$ cat src/verilog/vgpo_map.svh
// Named constants for the timecode user-bit output decoder.
`ifndef VGPO_MAP_SVH
`define VGPO_MAP_SVH

// ----------------------------------------------------------------------------
// Timing
// ----------------------------------------------------------------------------
`define VGPO_MCLK_HZ 100000000
`define VGPO_CYC_PER_MS (`VGPO_MCLK_HZ / 1000)
`define VGPO_HOLD_SHORT_S 1
`define VGPO_HOLD_LONG_S 5
`define VGPO_BLINK_MS 250

// ----------------------------------------------------------------------------
// Timecode word layout
// ----------------------------------------------------------------------------
`define VGPO_WORD_BITS 7'h5A
`define VGPO_GRP_LAST 4'h9
`define VGPO_UB_OFF 4'h6
`define VGPO_UB_GROUPS 4'h8
`define VGPO_SYNC_HI_OFF 4'h0
`define VGPO_SYNC_LO_OFF 4'h1

// ----------------------------------------------------------------------------
// User bit groups
// ----------------------------------------------------------------------------
`define VGPO_FIXED_MSB 23
`define VGPO_FIXED_PATTERN 24'h080839
`define VGPO_BG7_MSB 27
`define VGPO_BG7_LSB 24
`define VGPO_BG8_O6 29
`define VGPO_BG8_O5 28
`define VGPO_BG8_MARK 31

// ----------------------------------------------------------------------------
// Lines, standards and switch positions
// ----------------------------------------------------------------------------
`define VGPO_LINE_MIN_525 5'h0A
`define VGPO_LINE_MIN_625 5'h06
`define VGPO_LINE_MAX 5'h1F
`define VGPO_LINE_AUTO 5'h00
`define VGPO_LINES_625_MIN 9'h120
`define VGPO_SW_HOLD 5
`define VGPO_SW_DROP 6
`define VGPO_SW_POL 7

`endif

$ cat src/verilog/vgpo_pkg.sv
// Types shared by the timecode user-bit output decoder.
`default_nettype none
package vgpo_pkg;
  typedef enum logic [1:0] {VGPO_HUNT, VGPO_LOCK, VGPO_HOLDOFF} vgpo_mode_t;
  typedef logic [7:0] vgpo_sw_t;
  typedef logic [4:0] vgpo_line_t;
  typedef logic [31:0] vgpo_ub_t;
endpackage
`default_nettype wire

$ cat src/verilog/vgpo_decoder.sv
// Top of the decoder: line selection, hunt and lock, outputs and indicators.
`default_nettype none
`include "vgpo_map.svh"
// How it works
// Groups one to six must match pattern.
// Group seven drives outputs one to four.
// Group eight gives outputs five, six; MSB set.
// Only valid timecode on selected line decoded.
// Five switches form binary line number.
// Line range 10-31 or 6-31 by standard.
// All line switches off means automatic hunt.
// Hunt stops and locks on good line.
// Resume hunt only after hold-off expires.
// Switch six picks one or five seconds.
// Switch seven: hold or drop outputs on loss.
// Switch eight sets output polarity.
// Fault lit on video, data or supply loss.
// Fault flashes while processor not running.
// Video indicator follows input video presence.
// Data indicator lit while good data arrives.
// Fault forwarded to chassis only with jumper on.
// Detect 525 or 625 line video itself.
// Outputs follow the remote embedder inputs.
// Invalid line setting means data missing.
// Hold-off starts at first bad field, cancels.
module vgpo_decoder #(
  parameter int HOLD_SHORT_CYC = `VGPO_HOLD_SHORT_S * `VGPO_MCLK_HZ,
  parameter int HOLD_LONG_CYC = `VGPO_HOLD_LONG_S * `VGPO_MCLK_HZ,
  parameter int BLINK_CYC = `VGPO_BLINK_MS * `VGPO_CYC_PER_MS
) (
  input wire logic mclk,
  input wire logic rst_n,
  input wire logic ce,
  input wire logic lnk_clk,
  input wire logic lnk_dat,
  input wire logic lnk_en,
  input wire logic lnk_fld,
  input wire logic video_ok,
  input wire logic cpu_ok,
  input wire logic psu_fault,
  input wire logic frame_jmp,
  input wire vgpo_pkg::vgpo_sw_t sw,
  output logic output_line_one,
  output logic output_line_two,
  output logic output_line_three,
  output logic output_line_four,
  output logic output_line_five,
  output logic output_line_six,
  output logic led_fault,
  output logic led_video,
  output logic led_data,
  output logic frame_fault,
  output logic std_625
);
  import vgpo_pkg::*;

  function automatic logic line_ok(input vgpo_line_t ln, input logic is_625);
    line_ok = (ln >= (is_625 ? `VGPO_LINE_MIN_625 : `VGPO_LINE_MIN_525)) &&
              (ln <= `VGPO_LINE_MAX);
  endfunction

  function automatic logic drive_lvl(input logic active, input logic pol_high);
    drive_lvl = pol_high ? active : !active;
  endfunction

  // --------------------------------------------------------------------------
  // Input synchronisers
  // --------------------------------------------------------------------------
  logic [15:0] meta_r;
  logic [15:0] sync_r;
  logic lnk_clk_s, lnk_dat_s, lnk_en_s, lnk_fld_s;
  logic video_s, cpu_ok_s, psu_fault_s, frame_jmp_s;
  vgpo_sw_t sw_s;
  always_ff @(posedge mclk or negedge rst_n) begin
    if (!rst_n) begin
      meta_r <= 16'h0000;
      sync_r <= 16'h0000;
    end else if (ce) begin
      meta_r <= {frame_jmp, psu_fault, cpu_ok, video_ok, lnk_fld, lnk_en, lnk_dat, lnk_clk, sw};
      sync_r <= meta_r;
    end
  end

  assign {frame_jmp_s, psu_fault_s, cpu_ok_s, video_s, lnk_fld_s, lnk_en_s, lnk_dat_s,
          lnk_clk_s, sw_s} = sync_r;

  // --------------------------------------------------------------------------
  // Link edges
  // --------------------------------------------------------------------------
  logic clk_d_r, en_d_r, fld_d_r;
  logic bit_stb, frame_start, frame_end, field_start;

  always_ff @(posedge mclk or negedge rst_n) begin
    if (!rst_n) begin
      clk_d_r <= 1'b0;
      en_d_r <= 1'b0;
      fld_d_r <= 1'b0;
    end else if (ce) begin
      clk_d_r <= lnk_clk_s;
      en_d_r <= lnk_en_s;
      fld_d_r <= lnk_fld_s;
    end
  end

  assign bit_stb = lnk_clk_s && !clk_d_r;
  assign frame_start = lnk_en_s && !en_d_r;
  assign frame_end = !lnk_en_s && en_d_r;
  assign field_start = lnk_fld_s && !fld_d_r;

  logic word_done, word_ok;
  vgpo_ub_t ub;

  vgpo_vitc_rx u_rx (
    .mclk(mclk),
    .rst_n(rst_n),
    .ce(ce),
    .frame(lnk_en_s),
    .frame_end(frame_end),
    .bit_stb(bit_stb),
    .bit_val(lnk_dat_s),
    .word_done(word_done),
    .word_ok(word_ok),
    .user_bits(ub)
  );

  // --------------------------------------------------------------------------
  // Line count and standard detection
  // --------------------------------------------------------------------------
  logic [8:0] line_cnt_r;
  // lines per field
  always_ff @(posedge mclk or negedge rst_n) begin
    if (!rst_n) begin
      line_cnt_r <= 9'h000;
      std_625 <= 1'b0;
    end else if (ce) begin
      if (field_start) begin
        line_cnt_r <= 9'h000;
        std_625 <= line_cnt_r >= `VGPO_LINES_625_MIN;
      end else if (frame_start && line_cnt_r != 9'h1FF) begin
        line_cnt_r <= line_cnt_r + 9'h001;
      end
    end
  end

  // --------------------------------------------------------------------------
  // Word acceptance
  // --------------------------------------------------------------------------
  vgpo_mode_t mode_r;
  vgpo_line_t lock_line_r;
  vgpo_line_t sel, cur_line;
  logic auto_mode, sel_valid, small_line, pattern_ok, line_match, take_word;

  // binary line number
  assign sel = sw_s[4:0];
  // all off is automatic
  assign auto_mode = (sel == `VGPO_LINE_AUTO);
  // legal line range
  assign sel_valid = line_ok(sel, std_625);
  assign small_line = (line_cnt_r[8:5] == 4'h0);
  assign cur_line = line_cnt_r[4:0];
  // fixed group pattern
  assign pattern_ok = (ub[`VGPO_FIXED_MSB:0] == `VGPO_FIXED_PATTERN) && ub[`VGPO_BG8_MARK];

  always_comb begin
    line_match = 1'b0;
    if (small_line && !auto_mode) begin
      line_match = sel_valid && (cur_line == sel);
    end else if (small_line && mode_r == VGPO_HUNT) begin
      line_match = line_ok(cur_line, std_625);
    end else if (small_line) begin
      line_match = (cur_line == lock_line_r);
    end
  end

  // valid word on selected line
  assign take_word = ce && word_done && word_ok && pattern_ok && video_s && line_match;

  // --------------------------------------------------------------------------
  // Data presence
  // --------------------------------------------------------------------------
  logic data_seen_r, data_ok_r, loss;
  // per-field data presence
  always_ff @(posedge mclk or negedge rst_n) begin
    if (!rst_n) begin
      data_seen_r <= 1'b0;
      data_ok_r <= 1'b0;
    end else if (ce) begin
      if (take_word) begin
        data_seen_r <= 1'b1;
      end else if (field_start) begin
        data_seen_r <= 1'b0;
      end
      // invalid line means missing
      if (!video_s || (!auto_mode && !sel_valid)) begin
        data_ok_r <= 1'b0;
      end else if (take_word) begin
        data_ok_r <= 1'b1;
      end else if (field_start && !data_seen_r) begin
        data_ok_r <= 1'b0;
      end
    end
  end

  assign loss = (field_start && !data_seen_r && !take_word) || !video_s;

  // --------------------------------------------------------------------------
  // Hunt, lock and hold-off
  // --------------------------------------------------------------------------
  logic [31:0] hold_cnt_r;
  always_ff @(posedge mclk or negedge rst_n) begin
    if (!rst_n) begin
      mode_r <= VGPO_HUNT;
      lock_line_r <= `VGPO_LINE_AUTO;
      hold_cnt_r <= 32'h0000_0000;
    end else if (ce) begin
      if (!auto_mode) begin
        mode_r <= VGPO_HUNT;
      end else begin
        case (mode_r)
          VGPO_HUNT: begin
            // lock on first good line
            if (take_word) begin
              mode_r <= VGPO_LOCK;
              lock_line_r <= cur_line;
            end
          end
          VGPO_LOCK: begin
            // start at first bad field
            if (loss) begin
              mode_r <= VGPO_HOLDOFF;
              // switch six picks delay
              hold_cnt_r <= sw_s[`VGPO_SW_HOLD] ? 32'(HOLD_LONG_CYC - 1) :
                                                  32'(HOLD_SHORT_CYC - 1);
            end
          end
          VGPO_HOLDOFF: begin
            // wait before hunting again
            if (take_word) begin
              mode_r <= VGPO_LOCK;
            end else if (hold_cnt_r == 32'h0000_0000) begin
              mode_r <= VGPO_HUNT;
            end else begin
              hold_cnt_r <= hold_cnt_r - 32'h0000_0001;
            end
          end
          default: begin
            mode_r <= VGPO_HUNT;
          end
        endcase
      end
    end
  end

  // --------------------------------------------------------------------------
  // Output states and pins
  // --------------------------------------------------------------------------
  logic [5:0] gpo_state_r;
  always_ff @(posedge mclk or negedge rst_n) begin
    if (!rst_n) begin
      gpo_state_r <= 6'h00;
    end else if (ce) begin
      if (take_word) begin
        // group seven bit order
        // group eight low bits
        gpo_state_r <= {ub[`VGPO_BG8_O6], ub[`VGPO_BG8_O5], ub[`VGPO_BG7_MSB:`VGPO_BG7_LSB]};
      end else if (!data_ok_r && sw_s[`VGPO_SW_DROP]) begin
        // drop on loss
        gpo_state_r <= 6'h00;
      end
    end
  end

  // polarity from switch eight
  // pins follow remote inputs
  always_ff @(posedge mclk or negedge rst_n) begin
    if (!rst_n) begin
      output_line_one <= 1'b1;
      output_line_two <= 1'b1;
      output_line_three <= 1'b1;
      output_line_four <= 1'b1;
      output_line_five <= 1'b1;
      output_line_six <= 1'b1;
    end else if (ce) begin
      output_line_one <= drive_lvl(gpo_state_r[0], sw_s[`VGPO_SW_POL]);
      output_line_two <= drive_lvl(gpo_state_r[1], sw_s[`VGPO_SW_POL]);
      output_line_three <= drive_lvl(gpo_state_r[2], sw_s[`VGPO_SW_POL]);
      output_line_four <= drive_lvl(gpo_state_r[3], sw_s[`VGPO_SW_POL]);
      output_line_five <= drive_lvl(gpo_state_r[4], sw_s[`VGPO_SW_POL]);
      output_line_six <= drive_lvl(gpo_state_r[5], sw_s[`VGPO_SW_POL]);
    end
  end

  // --------------------------------------------------------------------------
  // Indicators
  // --------------------------------------------------------------------------
  logic [31:0] blink_cnt_r;
  logic blink_r, fault_cond;
  assign fault_cond = !video_s || !data_ok_r || psu_fault_s;

  // The blink runs free so the flash rate is steady whatever else happens.
  always_ff @(posedge mclk or negedge rst_n) begin
    if (!rst_n) begin
      blink_cnt_r <= 32'h0000_0000;
      blink_r <= 1'b0;
    end else if (ce) begin
      if (blink_cnt_r >= 32'(BLINK_CYC - 1)) begin
        blink_cnt_r <= 32'h0000_0000;
        blink_r <= !blink_r;
      end else begin
        blink_cnt_r <= blink_cnt_r + 32'h0000_0001;
      end
    end
  end

  always_ff @(posedge mclk or negedge rst_n) begin
    if (!rst_n) begin
      led_fault <= 1'b1;
      led_video <= 1'b0;
      led_data <= 1'b0;
      frame_fault <= 1'b0;
    end else if (ce) begin
      // flash without processor
      // steady fault otherwise
      led_fault <= !cpu_ok_s ? blink_r : fault_cond;
      // video indicator
      led_video <= video_s;
      led_data <= data_ok_r;
      // chassis report by jumper
      frame_fault <= frame_jmp_s && (fault_cond || !cpu_ok_s);
    end
  end
endmodule // vgpo_decoder
`default_nettype wire

$ cat src/verilog/vgpo_vitc_rx.sv
// Serial timecode word receiver: sync bit, length and CRC checks, user bits.
`default_nettype none
`include "vgpo_map.svh"
module vgpo_vitc_rx (
  input wire logic mclk,
  input wire logic rst_n,
  input wire logic ce,
  input wire logic frame,
  input wire logic frame_end,
  input wire logic bit_stb,
  input wire logic bit_val,
  output logic word_done,
  output logic word_ok,
  output var vgpo_pkg::vgpo_ub_t user_bits
);
  import vgpo_pkg::*;

  logic [6:0] bit_cnt_r;
  logic [3:0] off_r;
  logic [3:0] grp_r;
  logic [7:0] crc_r;
  logic sync_err_r;
  logic [3:0] nib_off;

  assign nib_off = off_r - `VGPO_UB_OFF;

  // --------------------------------------------------------------------------
  // Bit position and checks
  // --------------------------------------------------------------------------
  // sync and crc
  always_ff @(posedge mclk or negedge rst_n) begin
    if (!rst_n) begin
      bit_cnt_r <= 7'h00;
      off_r <= 4'h0;
      grp_r <= 4'h0;
      crc_r <= 8'h00;
      sync_err_r <= 1'b0;
    end else if (ce) begin
      if (!frame) begin
        bit_cnt_r <= 7'h00;
        off_r <= 4'h0;
        grp_r <= 4'h0;
        crc_r <= 8'h00;
        sync_err_r <= 1'b0;
      end else if (bit_stb) begin
        // Saturating keeps an overlong word from wrapping back to a legal length.
        if (bit_cnt_r != 7'h7F) begin
          bit_cnt_r <= bit_cnt_r + 7'h01;
        end
        crc_r <= {crc_r[6:0], crc_r[7] ^ bit_val};
        if ((off_r == `VGPO_SYNC_HI_OFF && !bit_val) ||
            (off_r == `VGPO_SYNC_LO_OFF && bit_val)) begin
          sync_err_r <= 1'b1;
        end
        if (off_r == `VGPO_GRP_LAST) begin
          off_r <= 4'h0;
          grp_r <= grp_r + 4'h1;
        end else begin
          off_r <= off_r + 4'h1;
        end
      end
    end
  end

  // --------------------------------------------------------------------------
  // User bit capture
  // --------------------------------------------------------------------------
  always_ff @(posedge mclk or negedge rst_n) begin
    if (!rst_n) begin
      user_bits <= 32'h0000_0000;
    end else if (ce && frame && bit_stb && grp_r < `VGPO_UB_GROUPS &&
                 off_r >= `VGPO_UB_OFF) begin
      user_bits[{grp_r[2:0], nib_off[1:0]}] <= bit_val;
    end
  end

  always_ff @(posedge mclk or negedge rst_n) begin
    if (!rst_n) begin
      word_done <= 1'b0;
      word_ok <= 1'b0;
    end else if (ce) begin
      word_done <= frame_end;
      if (frame_end) begin
        word_ok <= (bit_cnt_r == `VGPO_WORD_BITS) && !sync_err_r && (crc_r == 8'h00);
      end
    end
  end
endmodule // vgpo_vitc_rx
`default_nettype wire
$ cat config.mk
export PLATFORM = sky130hd
export DESIGN_NAME = vgpo_decoder
export DESIGN_NICKNAME = d
export VERILOG_FILES = /design/src/verilog/vgpo_pkg.sv /design/src/verilog/vgpo_decoder.sv /design/src/verilog/vgpo_vitc_rx.sv
export VERILOG_INCLUDE_DIRS = /design/src /design/src/verilog
export SDC_FILE = /design/constraint.sdc
export NUM_CORES = 1
export LEC_CHECK = 0
export ABC_AREA = 1
export ABC_CLOCK_PERIOD_IN_PS = 2310
export BUFFER_PORTS_ARGS = -buffer_cell sky130_fd_sc_hd__buf_2
export CORE_UTILIZATION = 30
export DETAILED_ROUTE_END_ITERATION = 7
export REMOVE_ABC_BUFFERS = 1
export SYNTH_ARGS = -nofsm -noshare
export SYNTH_HDL_FRONTEND = slang
export SYNTH_SLANG_ARGS = --single-unit
$ cat constraint.sdc
create_clock -name mclk -period 2.31 [get_ports mclk]
set_input_delay 0 -clock mclk [delete_from_list [all_inputs] [get_ports mclk]]
set_output_delay 0 -clock mclk [all_outputs]
set_load 0.05 [all_outputs]
Yosys cells after proc, flatten, opt, wreduce, memory -nomap -nowiden
Cells that the tools add are included.
{"block": "op_classes", "n_addsub": 7, "magnitude_cmp": 10, "eq_ne": 20, "mux": 49, "n_bitwise": 1, "reduce_logical": 81}
{"op": "$mux 32", "count": 4}
{"op": "$pmux 32 s2", "count": 1}
{"op": "$add 32x1->32 const B", "count": 1}
{"op": "$bwmux 32", "count": 1}
{"op": "$ge 32x25->1 const B", "count": 1}
{"op": "$logic_not 32->1", "count": 1}
{"op": "$sub 32x1->32 const B", "count": 1}
{"op": "$logic_and 1x1->1", "count": 30}
{"op": "$mux 29", "count": 1}
{"op": "$mux 4", "count": 7}
{"op": "$eq 24x20->1 const B", "count": 1}
{"op": "$mux 7", "count": 3}
{"op": "$logic_not 1->1", "count": 20}
{"op": "$mux 1", "count": 19}
{"op": "$mux 9", "count": 2}
{"op": "$mux 8", "count": 2}
{"op": "$reduce_and 2->1", "count": 8}
{"op": "$mux 6", "count": 2}
{"op": "$eq 5x5->1", "count": 2}
{"op": "$le 5x5->1 const B", "count": 2}
{"op": "$mux 2", "count": 5}
{"op": "$add 9x1->9 const B", "count": 1}
{"op": "$ge 9x9->1 const B", "count": 1}
{"op": "$ne 9x9->1 const B", "count": 1}
{"op": "other kinds (32)", "count": 51}
{"block": "totals", "regBits": 193, "in_bits": 19, "out_inout_bits": 11, "wordCells": 201}

Longest topological paths before layout
Gate-level depths: netlist of the first run.
{"block": "depth", "ltp_word": 12, "mapped_depth": 17, "depth_no_buf": 15}

By module
A second synthesis of the first run with hierarchy kept.
{"block": "unflattened", "cells_unflattened": 1369, "area_unflattened_um2": 10197.3}
{"mod": "vgpo_decoder", "n_inst": 1, "cells_each": 990, "area_per_inst_um2": 7264.5, "seq_area_each_um2": 3387.0}
{"mod": "vgpo_vitc_rx", "n_inst": 1, "cells_each": 379, "area_per_inst_um2": 2932.8, "seq_area_each_um2": 1451.4}

Worst setup path before layout of the first run
OpenSTA, ideal clock, no wires.
{"block": "synth_timing", "kind": "reg2reg", "from": "reg std_625", "to": "reg hold_cnt_r[26]", "setup_time_ps": 113, "t_arrival_ps": 2245, "required_ps": 2197, "setup_slack_ps": -48, "path_stages_with_launch": 18, "n_path_buf": 2, "synth_period_minus_slack_ps": 2358, "cell_sequence": "dfrtp_1 inv_1 ha_1 nand2_1 nand2_1 nand2_1 nand2_1 nor2_1 nor3_2 nand3_2 nand2_2 nand3_4 nand3_2 buf_6 buf_6 nand2_1 nand2_1 inv_1"}
{"block": "synth_between", "elab_chain_len": 11, "word_cells_on_any_way": 15, "cone_classes": "order compare: 2; eq/ne: 2; mux: 3; reduce/logical: 8"}
{"item": "from (decl)", "line": "vgpo_decoder.sv:53", "rtl": "output logic std_625"}
{"item": "from (signal assigned)", "line": "vgpo_decoder.sv:138", "rtl": "std_625 <= line_cnt_r >= `VGPO_LINES_625_MIN;"}
{"item": "$mux 4 (no source line) *"}
{"item": "$ge 5x4->1 or $ge 5x5->1 (tied branches)", "line": "vgpo_decoder.sv:58", "rtl": "line_ok = (ln >= (is_625 ? `VGPO_LINE_MIN_625 : `VGPO_LINE_MIN_525)) &&"}
{"item": "$logic_and 1x1->1", "line": "vgpo_decoder.sv:58"}
{"item": "$mux 1 or $logic_and 1x1->1 (tied branches)", "line": "vgpo_decoder.sv:168, vgpo_decoder.sv:167"}
{"item": "$mux 1 *", "line": "vgpo_decoder.sv:166", "rtl": "if (small_line && !auto_mode) begin"}
{"item": "$logic_and 1x1->1 *", "line": "vgpo_decoder.sv:176", "rtl": "assign take_word = ce && word_done && word_ok && pattern_ok && video_s && line_match;"}
{"item": "$logic_not 1->1", "line": "vgpo_decoder.sv:204", "rtl": "assign loss = (field_start && !data_seen_r && !take_word) || !video_s;"}
{"item": "$logic_and 1x1->1", "line": "vgpo_decoder.sv:204"}
{"item": "$logic_or 1x1->1", "line": "vgpo_decoder.sv:204"}
{"item": "$ne 2x2->1 (no source line)"}
{"item": "$reduce_and 6->1 (no source line) *"}
{"item": "to (signal assigned)", "line": "vgpo_decoder.sv:232", "rtl": "hold_cnt_r <= sw_s[`VGPO_SW_HOLD] ? 32'(HOLD_LONG_CYC - 1) :"}
{"item": "to (signal assigned)", "line": "vgpo_decoder.sv:243", "rtl": "hold_cnt_r <= hold_cnt_r - 32'h0000_0001;"}
{"item": "to (decl)", "line": "vgpo_decoder.sv:209", "rtl": "logic [31:0] hold_cnt_r;"}
Every way passes the cells marked *; elsewhere a longest branch is shown, timed or not.
A chain may end at the register's enable or synchronous reset.

Final worst setup path of the first run
{"block": "layout_timing", "from": "reg hold_cnt_r[0]", "to": "reg hold_cnt_r[16]"}
{"block": "layout_between", "elab_chain_len": 4, "word_cells_on_any_way": 7, "cone_classes": "add/sub: 1; eq/ne: 1; mux: 3; reduce/logical: 2"}
{"item": "$sub 32x1->32", "line": "vgpo_decoder.sv:243"}
{"item": "$mux 32", "line": "vgpo_decoder.sv:240", "rtl": "end else if (hold_cnt_r == 32'h0000_0000) begin"}
{"item": "$mux 32", "line": "vgpo_decoder.sv:238", "rtl": "if (take_word) begin"}
{"item": "$pmux 32 s2", "line": "vgpo_decoder.sv:219", "rtl": "case (mode_r)"}
Parallel ways exist; a longest one is shown, timed or not. The select of a mux whose other input is x is not followed.

==> results of run 1 <==
-- what timing repair did --
item,in CTS,in global routing
gates resized for setup,0,23
endpoints found under the hold margin,80,0
hold buffers,18,0
endpoints found under the setup margin,0,54
setup buffers,0,5
-- sequential cells by signal, indices dropped and copies added, names as in the netlist, 2 cells and up --
| register | count |
|---|---|
| blink_cnt_r | 32 |
| sync_r | 16 |
| meta_r | 16 |
| u_rx.off_r | 4 |
| line_cnt_r | 9 |
| u_rx.bit_cnt_r | 7 |
| u_rx.user_bits | 31 |
| gpo_state_r | 6 |
| u_rx.grp_r | 4 |
| mode_r | 2 |
| hold_cnt_r | 32 |
| u_rx.crc_r | 8 |
| lock_line_r | 5 |
-- cells in the mapped netlist, drive strengths merged --
master	n	share of area (%)
a211oi	1	0.077
xnor2	5	0.45
o31ai	1	0.077
nor3	16	1.1
o211ai	1	0.077
nor3b	1	0.077
ha	13	1.7
inv	173	6.6
nand2	318	12
dfstp	7	1.9
nor4	9	0.73
o21ai	103	5.3
buf	10	0.69
mux2i	7	0.72
dfrtp	185	47
o41ai	1	0.090
a31oi	8	0.51
nand3	102	5.5
and3	1	0.064
nand3b	3	0.23
clkbuf	20	0.77
nor2	167	6.5
nand4	17	1.2
a21oi	48	2.6
xor2	23	2.1
o21a	12	0.92
o22ai	8	0.51
clkinv	1	0.038
-- area by class of cell --
cell class	instances	area, um2
fillers	3300	20190
repair buffers	92	734.5
multi-input cells	865	4240
well taps	435	544.3
clock buffers	18	429.2
flip-flops and latches	192	4813
inverters	174	655.6
clock inverters	14	195.2
-- cells by family (layout without fill, tap and decap cells) --
logic type                 after synthesis  count (layout)  synth area share (%)
AOI/OAI and AO/OA                      183             183                 10.11
xor gates and xnor gates                28              28                 2.507
adders and majority gates               13              13                 1.663
buffers and inverters                  204             298                 8.136
DFF                                    192             192                 49.21
muxes                                    7               7                0.7164
and+or+nand+nor                        634             634                 27.66
-- per-stage QoR --
stage / TNS [ns] / hold WS (ns) / utilization [%] / cells / total power, mW
floorplan: -13.45 / -0.2956 / - / 1231 / 5.228
global placement: 0 / 0.04301 / 33.54 / 1734 / 5.799
detailed placement: 0 / 0.04211 / 33.54 / 1734 / 5.849
CTS: 0 / 0.1223 / 36.07 / 1784 / 9.077
global route: -0.5168 / 0.1736 / 36.52 / 1790 / 9.570
finish: 0 / 0.1038 / 36.52 / 1790 / 9.018
-- layout by cell type (no fill, tap or decap), types with 4 or more instances in the layout --
master	synthesis	final
sky130_fd_sc_hd__o21ai_0	98	96
sky130_fd_sc_hd__nor2_1	164	161
sky130_fd_sc_hd__dlygate4sd3_1	0	18
sky130_fd_sc_hd__a21oi_1	47	47
sky130_fd_sc_hd__buf_4	2	39
sky130_fd_sc_hd__dfrtp_1	185	185
sky130_fd_sc_hd__nor2_2	2	5
sky130_fd_sc_hd__inv_6	0	6
sky130_fd_sc_hd__nand3_1	98	96
sky130_fd_sc_hd__nand4_1	16	16
sky130_fd_sc_hd__nand3_2	3	4
sky130_fd_sc_hd__nor3_2	3	4
sky130_fd_sc_hd__nor4_1	8	8
sky130_fd_sc_hd__nand2_2	3	8
sky130_fd_sc_hd__dfstp_2	7	7
sky130_fd_sc_hd__ha_1	13	11
sky130_fd_sc_hd__xnor2_1	5	5
sky130_fd_sc_hd__a31oi_1	8	8
sky130_fd_sc_hd__inv_2	4	5
sky130_fd_sc_hd__mux2i_1	7	7
sky130_fd_sc_hd__o21a_1	12	12
sky130_fd_sc_hd__nor3_1	12	10
sky130_fd_sc_hd__clkbuf_16	0	18
sky130_fd_sc_hd__inv_1	169	167
sky130_fd_sc_hd__nand2_1	315	310
sky130_fd_sc_hd__xor2_1	23	23
sky130_fd_sc_hd__o21ai_1	5	7
sky130_fd_sc_hd__o22ai_1	8	8
sky130_fd_sc_hd__buf_2	6	28
-- power groups by stage --
stage                     Clock, mW  Combinational [mW]  Sequential, mW
after CTS                      3.26                1.71            4.11
after global routing           3.39                2.01            4.17
final                          3.17                1.73            4.12
after floorplan                   0                1.05            4.18
after detailed placement          0                1.68            4.17
after global placement            0                1.64            4.16
-- worst reg2reg max path, cell delays in order, from the launching register on --
cell,delay (ns)
sky130_fd_sc_hd__dfrtp_1,0.41
sky130_fd_sc_hd__inv_1,0.08
sky130_fd_sc_hd__ha_1,0.20
sky130_fd_sc_hd__nand3_2,0.14
sky130_fd_sc_hd__nor2_4,0.16
sky130_fd_sc_hd__nand2_2,0.11
sky130_fd_sc_hd__nor3_4,0.21
sky130_fd_sc_hd__nand3_2,0.12
sky130_fd_sc_hd__nand2_2,0.11
sky130_fd_sc_hd__inv_1,0.07
sky130_fd_sc_hd__nand3_4,0.12
sky130_fd_sc_hd__buf_12,0.17
sky130_fd_sc_hd__nand2_1,0.07
sky130_fd_sc_hd__nand2_1,0.05
sky130_fd_sc_hd__inv_1,0.04
-- routing by layer --
metal | vias up | global-route usage [%] | share of wire (%)
li1 | 4199 | - | -
met1 | 3924 | 19.03 | 49
met2 | 98 | 23.50 | 47
met3 | 29 | 2.295 | 2.3
met4 | 0 | 4.639 | 1.6
met5 | - | 0 | 0
-- worst max path at each step --
stage                              startpoint                         end  slack [ns]  cells past startpoint
floorplan                 std_625$_DFFE_PN0P_  hold_cnt_r[10]$_DFFE_PN0P_       -0.43                     15
global placement          std_625$_DFFE_PN0P_  lock_line_r[4]$_DFFE_PN0P_         0.1                     14
detailed placement        std_625$_DFFE_PN0P_  lock_line_r[3]$_DFFE_PN0P_       0.007                     13
CTS                       std_625$_DFFE_PN0P_       mode_r[0]$_DFFE_PN0P_       0.001                     16
global route              std_625$_DFFE_PN0P_       mode_r[0]$_DFFE_PN0P_       -0.05                     16
finish              hold_cnt_r[0]$_DFFE_PN0P_  hold_cnt_r[16]$_DFFE_PN0P_        0.15                     14
==> out/results.txt, run 1 <==
The run finished with clean final reports. The netlist area before placement came out at 0.009781 mm2. The worst hold-check path type was input pin to async pin. The number of pins with negative max-slew slack in the final report was 0. The post-placement cell area came out at 0.01067 mm2. Of the available clock period, the critical path in the final layout requires 93.55%. The worst slack at placement was 0.006797 ns. For the worst setup path, the data required time is 2.65 ns. The sequential share of power was 45.7%.

The maximum cell stage delay along the critical path was 0.41 ns. Across the routed clock network, the largest skew measured is 0.01481 ns. The first global-routing pass estimated 38680 um of wire. The starting utilization of the core area is 30.76%, and the slew at the pin closest to its max-slew limit is 0.7319 ns. The run gives 49.21% as the post-synthesis sequential area ratio. Setup repair after global routing could not meet its margin everywhere. The post-route worst setup slack came out at 0.1490 ns. In this run the register-to-register setup slack is 0.15 ns. The area of the core region came out at 0.03180 mm2.

Data on the critical path arrives at its endpoint at 2.50 ns. The part of the power in combinational logic was 19.2%; the synthesis-to-layout area growth was 18.73%. The number of CTS-inserted buffers came out at 17.

The count of distinct cell types in the synthesized netlist was 42. In the final layout, the share of cells above drive strength 1 is 11.00%. The root buffer selected by CTS was sky130_fd_sc_hd__clkbuf_16. The internal power of the cells totals 6.113 mW.

The clock network fraction of total power was 35.1%. The highest net fanout along the worst path is 20. The logs give 0 for the final hold violation count and 50.83% for the normalized max-slew margin. For the die area, the log shows 0.03333 mm2. The synthesized design contains 192 register bits. The reported leakage power was 5.486 nW; the die width was 182.6 um. Counting both buffers and inverters, the worst setup path holds a total of 4. IR analysis of the VDD net gives a maximum drop of 414.9 uV. The total power divided by cell area is 776.6 mW/mm2, and the clock sink count is 192.

The count of mapped cells out of synthesis is 1261, and the number of maximum-capacitance violations is 0. The worst setup path is captured at a register. The via-per-instance ratio works out to 4.609.

The tools report the number of synthesis warnings as 0. The number of antenna violations at the first check in global routing was 0; the global placer's final weighted congestion was 0.8626. Summing all non-filler instances in the final layout gives an area of 0.01161 mm2. The worst register-to-register path has a depth of 14.

The clock reaches the later pin of the worst-skew pair after 0.45 ns. Before antenna repair, the detailed router went through 5 iterations. The antenna diode count was 0. Type of the worst setup path: register to register.

The logs give 2 for the worst-case clock buffer depth and 462.7 MHz for the achievable frequency. The via count of the first global-routing pass was 8109. The tools report the pin count of the biggest net entering global routing as 68. TritonCTS built the clock tree. After the first detailed-routing iteration, the DRC count stood at 536.

Global routing used 14.26% of the available tracks. The remaining design rule violation count is 0. In this run the vertical extent of the chip is 182.6 um.

30 I/O pins were placed. For the number of vias after detailed routing, the log shows 8250. The net switching fraction of the power is 32.22%. The floorplan has 65 rows. The wire-length estimate of the detail-placed layout is 15990 um. The count of input and output buffers works out to 29. After the last flow step, the layout net total stands at 1374.

The post-route minimum period is 2.161 ns, and the synthesized area per cell is 7.756 um2. In this run the remaining antenna-violating nets after routing total 0. The H-tree generated during clock tree synthesis spans 4 levels. Net switching power of the design: 2.906 mW.

For the routed wire length, the log shows 22850 um. The tools report the reg-to-reg endpoint as hold_cnt_r[16]$_DFFE_PN0P_. By instance count, the cell type seen most on the critical path is sky130_fd_sc_hd__inv_1. After global routing the overflow that remains totals 0. Setup violations remaining at the end of the flow were counted as 0.

In the final routed layout, each cell accounts on average for 12.77 um. The critical path goes through inv_1 -> ha_1 -> nand3_2 -> nor2_4 -> nand2_2 -> nor3_4 -> nand3_2 -> nand2_2 -> inv_1 -> nand3_4 -> buf_12 -> nand2_1 -> nand2_1 -> inv_1. The cell family with the largest share of critical-path delay is simple AND/OR/NAND/NOR gates. The launching point of the worst reg2reg path was hold_cnt_r[0]$_DFFE_PN0P_. The worst setup path is launched from a register. The largest individual stage delay along the critical path comes from the cell sky130_fd_sc_hd__dfrtp_1. Clock-pin slew was measured on the worst setup and hold paths at 0.07 ns.
Power figures use the tool's default switching activity.
==> inputs of run 2 (changes only) <==
--- a/config.mk
+++ b/config.mk
@@ -9,6 +9,7 @@
 export ABC_AREA = 1
 export ABC_CLOCK_PERIOD_IN_PS = 2310
 export BUFFER_PORTS_ARGS = -buffer_cell sky130_fd_sc_hd__buf_2
+export CORE_ASPECT_RATIO = 1.4
 export CORE_UTILIZATION = 30
 export DETAILED_ROUTE_END_ITERATION = 7
 export REMOVE_ABC_BUFFERS = 1
==> out/results.txt, run 2 (synthesis gave the netlist of run 1 again) <==
The normalized max-slew margin came out at 56.02%. The net count of the finished layout is 1383. Total internal power: 6.150 mW. The global placer's final weighted congestion came out at 0.8613.

In this run the power density over the cells is 770.8 mW/mm2. Routed wire length: 23960 um. From synthesis to final layout, the design area changed by 19.56%.

Before antenna repair, the detailed router went through 5 iterations. The part of the power in combinational logic came out at 20.0%. STA classifies the critical path endpoint as a register. Once the floorplan was initialized, standard cells occupied 30.76% of the core.

For the met1 track utilization from global routing, the log shows 17.07%. In the final layout, the registers with the most flip-flops are blink_cnt_r (32), hold_cnt_r (32), u_rx.user_bits (31). The smallest clock period supported by the final layout is computed as 2.241 ns.

Derived from the worst setup path, the maximum achievable clock frequency is 446.2 MHz. The logs give 0 for the final hold violation count and 26.55% for the met2 usage in global routing. Arrival time at the worst endpoint: 2.59 ns. For the worst-skew pair, the clock arrives at the later sink with an insertion delay of 0.45 ns. The commonest non-fill, non-tap cell in the layout is sky130_fd_sc_hd__nand2_1.

Clock-pin slew was measured on the worst setup and hold paths at 0.07 ns. Across the VDD grid, the largest voltage drop is 580.5 uV. The final critical path takes up 97.02% of the cycle.

The first global-routing pass estimated 39390 um of wire. The global routing stage identified its most utilized layer as met2. Pin placement for this block handled 30 I/O pins. The number of buffers and inverters on the critical path is 3. The clock tree synthesis step divided the H-tree into 4 levels.

For this design, the sink count on the clock tree is 192. The reported leakage power is 5.525 nW. TritonCTS built the clock tree. For the pin with the worst max-slew slack, the measured transition is 0.6546 ns.

The library cells used most frequently in the layout, excluding fill and tap cells, are 312 x sky130_fd_sc_hd__nand2_1, 183 x sky130_fd_sc_hd__dfrtp_1, 166 x sky130_fd_sc_hd__inv_1. The die width came out at 154.6 um. In the routed design, unresolved DRC markers number 0. The type of the worst setup path was register to register.

The tools report the antenna diode count as 0. The run gives 2.863 mW as the net switching power of the design. The launch point of the critical path is std_625$_DFFE_PN0P_.

The detailed router finished its first iteration with 451 violations. Input and output buffers added on the ports amount to 29. Worst-case clock skew: 0.009284 ns. Per report_power, the sequential group accounts for 45.8% of the total. The worst-case clock buffer depth was 2.

In this run the remaining antenna-violating nets after routing total 0. The area of the core region came out at 0.03179 mm2. Net switching fraction of the power: 31.77%. The count of endpoints failing setup in the final report came out at 0. The via-per-instance ratio was 4.731. STA classifies the critical path startpoint as a register. Detailed placement finished with a half-perimeter wire length of 16540 um. The number of antenna violations at the first check in global routing is 0.

Traced cell by cell, the critical path runs through inv_1 -> ha_1 -> nand2_1 -> nand2_1 -> nand2_1 -> nand2_2 -> nor2_2 -> nor3_2 -> nand3_2 -> nand2_2 -> nand3_4 -> nand3_4 -> clkbuf_16 -> nand2_1 -> nand2_1 -> inv_1. Total global routing overflow: 0. Setup repair after global routing could not meet its margin everywhere. For this run, the slowest stage of the critical path takes 0.39 ns. On the critical path, the stage with the largest delay is an instance of sky130_fd_sc_hd__dfrtp_1.

The run gives 36.78% as the final cell utilization of the core. Entering global routing, the biggest net connects 56 pins. The root buffer selected by CTS is sky130_fd_sc_hd__clkbuf_16. Vertical die dimension: 215.6 um. The number of vias after detailed routing is 8321, and the highest net fanout along the worst path is 10.

Across the run, the number of max-cap violations was 0. Number of pins with negative max-slew slack in the final report: 0. The path class of the tightest hold or removal check is input pin to async pin.

The critical path data required time came out at 2.66 ns. Among cell families on the critical path, the largest total delay comes from simple AND/OR/NAND/NOR gates. Dividing the detail-routed wire length by the instance count gives 13.62 um. The flow ran to the end, and the final reports show no timing, DRC or antenna violations.

The floorplan step defined a die boundary enclosing 0.03334 mm2. Global routing used 2.510% of the available met3 tracks. The via count of the first global-routing pass was 8124. The tools report the total power as 9.013 mW. For the total routing resource utilization after global routing, the log shows 14.75%.

Launching point of the worst reg2reg path: std_625$_DFFE_PN0P_. The standard-cell row count is 77. Counting stages on the worst path, the most repeated cell is sky130_fd_sc_hd__nand2_1.

Counting the buffers created by CTS gives 17. The fraction of layout cells with a size suffix above 1 was 11.51%; the clock network fraction of total power was 34.2%.
==> run 2: final timing paths <==
check,cells past startpoint,to,slack (ns)
min in group mclk,4,meta_r[7]$_DFFE_PN0P_,0.28
setup / recovery,16,hold_cnt_r[24]$_DFFE_PN0P_,0.07
setup reg to reg,16,hold_cnt_r[24]$_DFFE_PN0P_,0.07
hold / removal,2,u_rx.crc_r[2]$_DFFE_PN0P_,0.06
max in group asynchronous,3,led_fault$_DFFE_PN1P_,1.57
hold reg to reg,1,u_rx.word_ok$_DFFE_PN0P_,0.47
==> run 2: metrics by stage <==
stage / setup TNS, ns / setup slack [ns] / std cells / hold WS (ns) / instance area [um2]
after floorplan: -13.45 / -0.4260 / 1231 / -0.2956 / 9638
after global placement: 0 / 0.1043 / 1690 / -0.007330 / 10610
after detailed placement: 0 / 0.01803 / 1690 / -0.004253 / 10610
after CTS: 0 / 0.04168 / 1743 / 0.06204 / 11430
after global routing: -2.597 / -0.1153 / 1759 / 0.08786 / 11690
final: 0 / 0.06894 / 1759 / 0.05612 / 11690
==> run 2: cell type report <==
type / count / area, um2
Tap cell: 395 / 494.2
Clock buffer: 20 / 446.7
Multi-Input combinational cell: 865 / 4244
Inverter: 174 / 656.9
Fill cell: 3279 / 20100
Clock inverter: 12 / 158.9
Timing Repair Buffer: 101 / 877.1
Sequential cell: 192 / 4816
==> run 2: power groups by stage <==
stage / combinational (mW) / sequential, mW / clock [mW]
final: 1.81 / 4.13 / 3.08
after global routing: 2.08 / 4.18 / 3.29
after CTS: 1.73 / 4.12 / 3.17
after detailed placement: 1.69 / 4.17 / 0
after global placement: 1.66 / 4.16 / 0
after floorplan: 1.05 / 4.18 / 0
==> run 2: metal layers <==
metal	vias to the layer above	share of wire (%)	wire length (um)
met1	3963	44	10450
li1	4204	-	-
met3	40	2.7	654
met5	-	0	0
met2	114	51	12240
met4	0	2.6	616
==> run 2: what timing repair did <==
item,in CTS,in global routing
gates resized for setup,1,25
hold buffers,21,0
endpoints found under the hold margin,208,0
buffers inserted,0,11
setup endpoints to repair,1,41
gates cloned,0,5
pin swaps,0,10
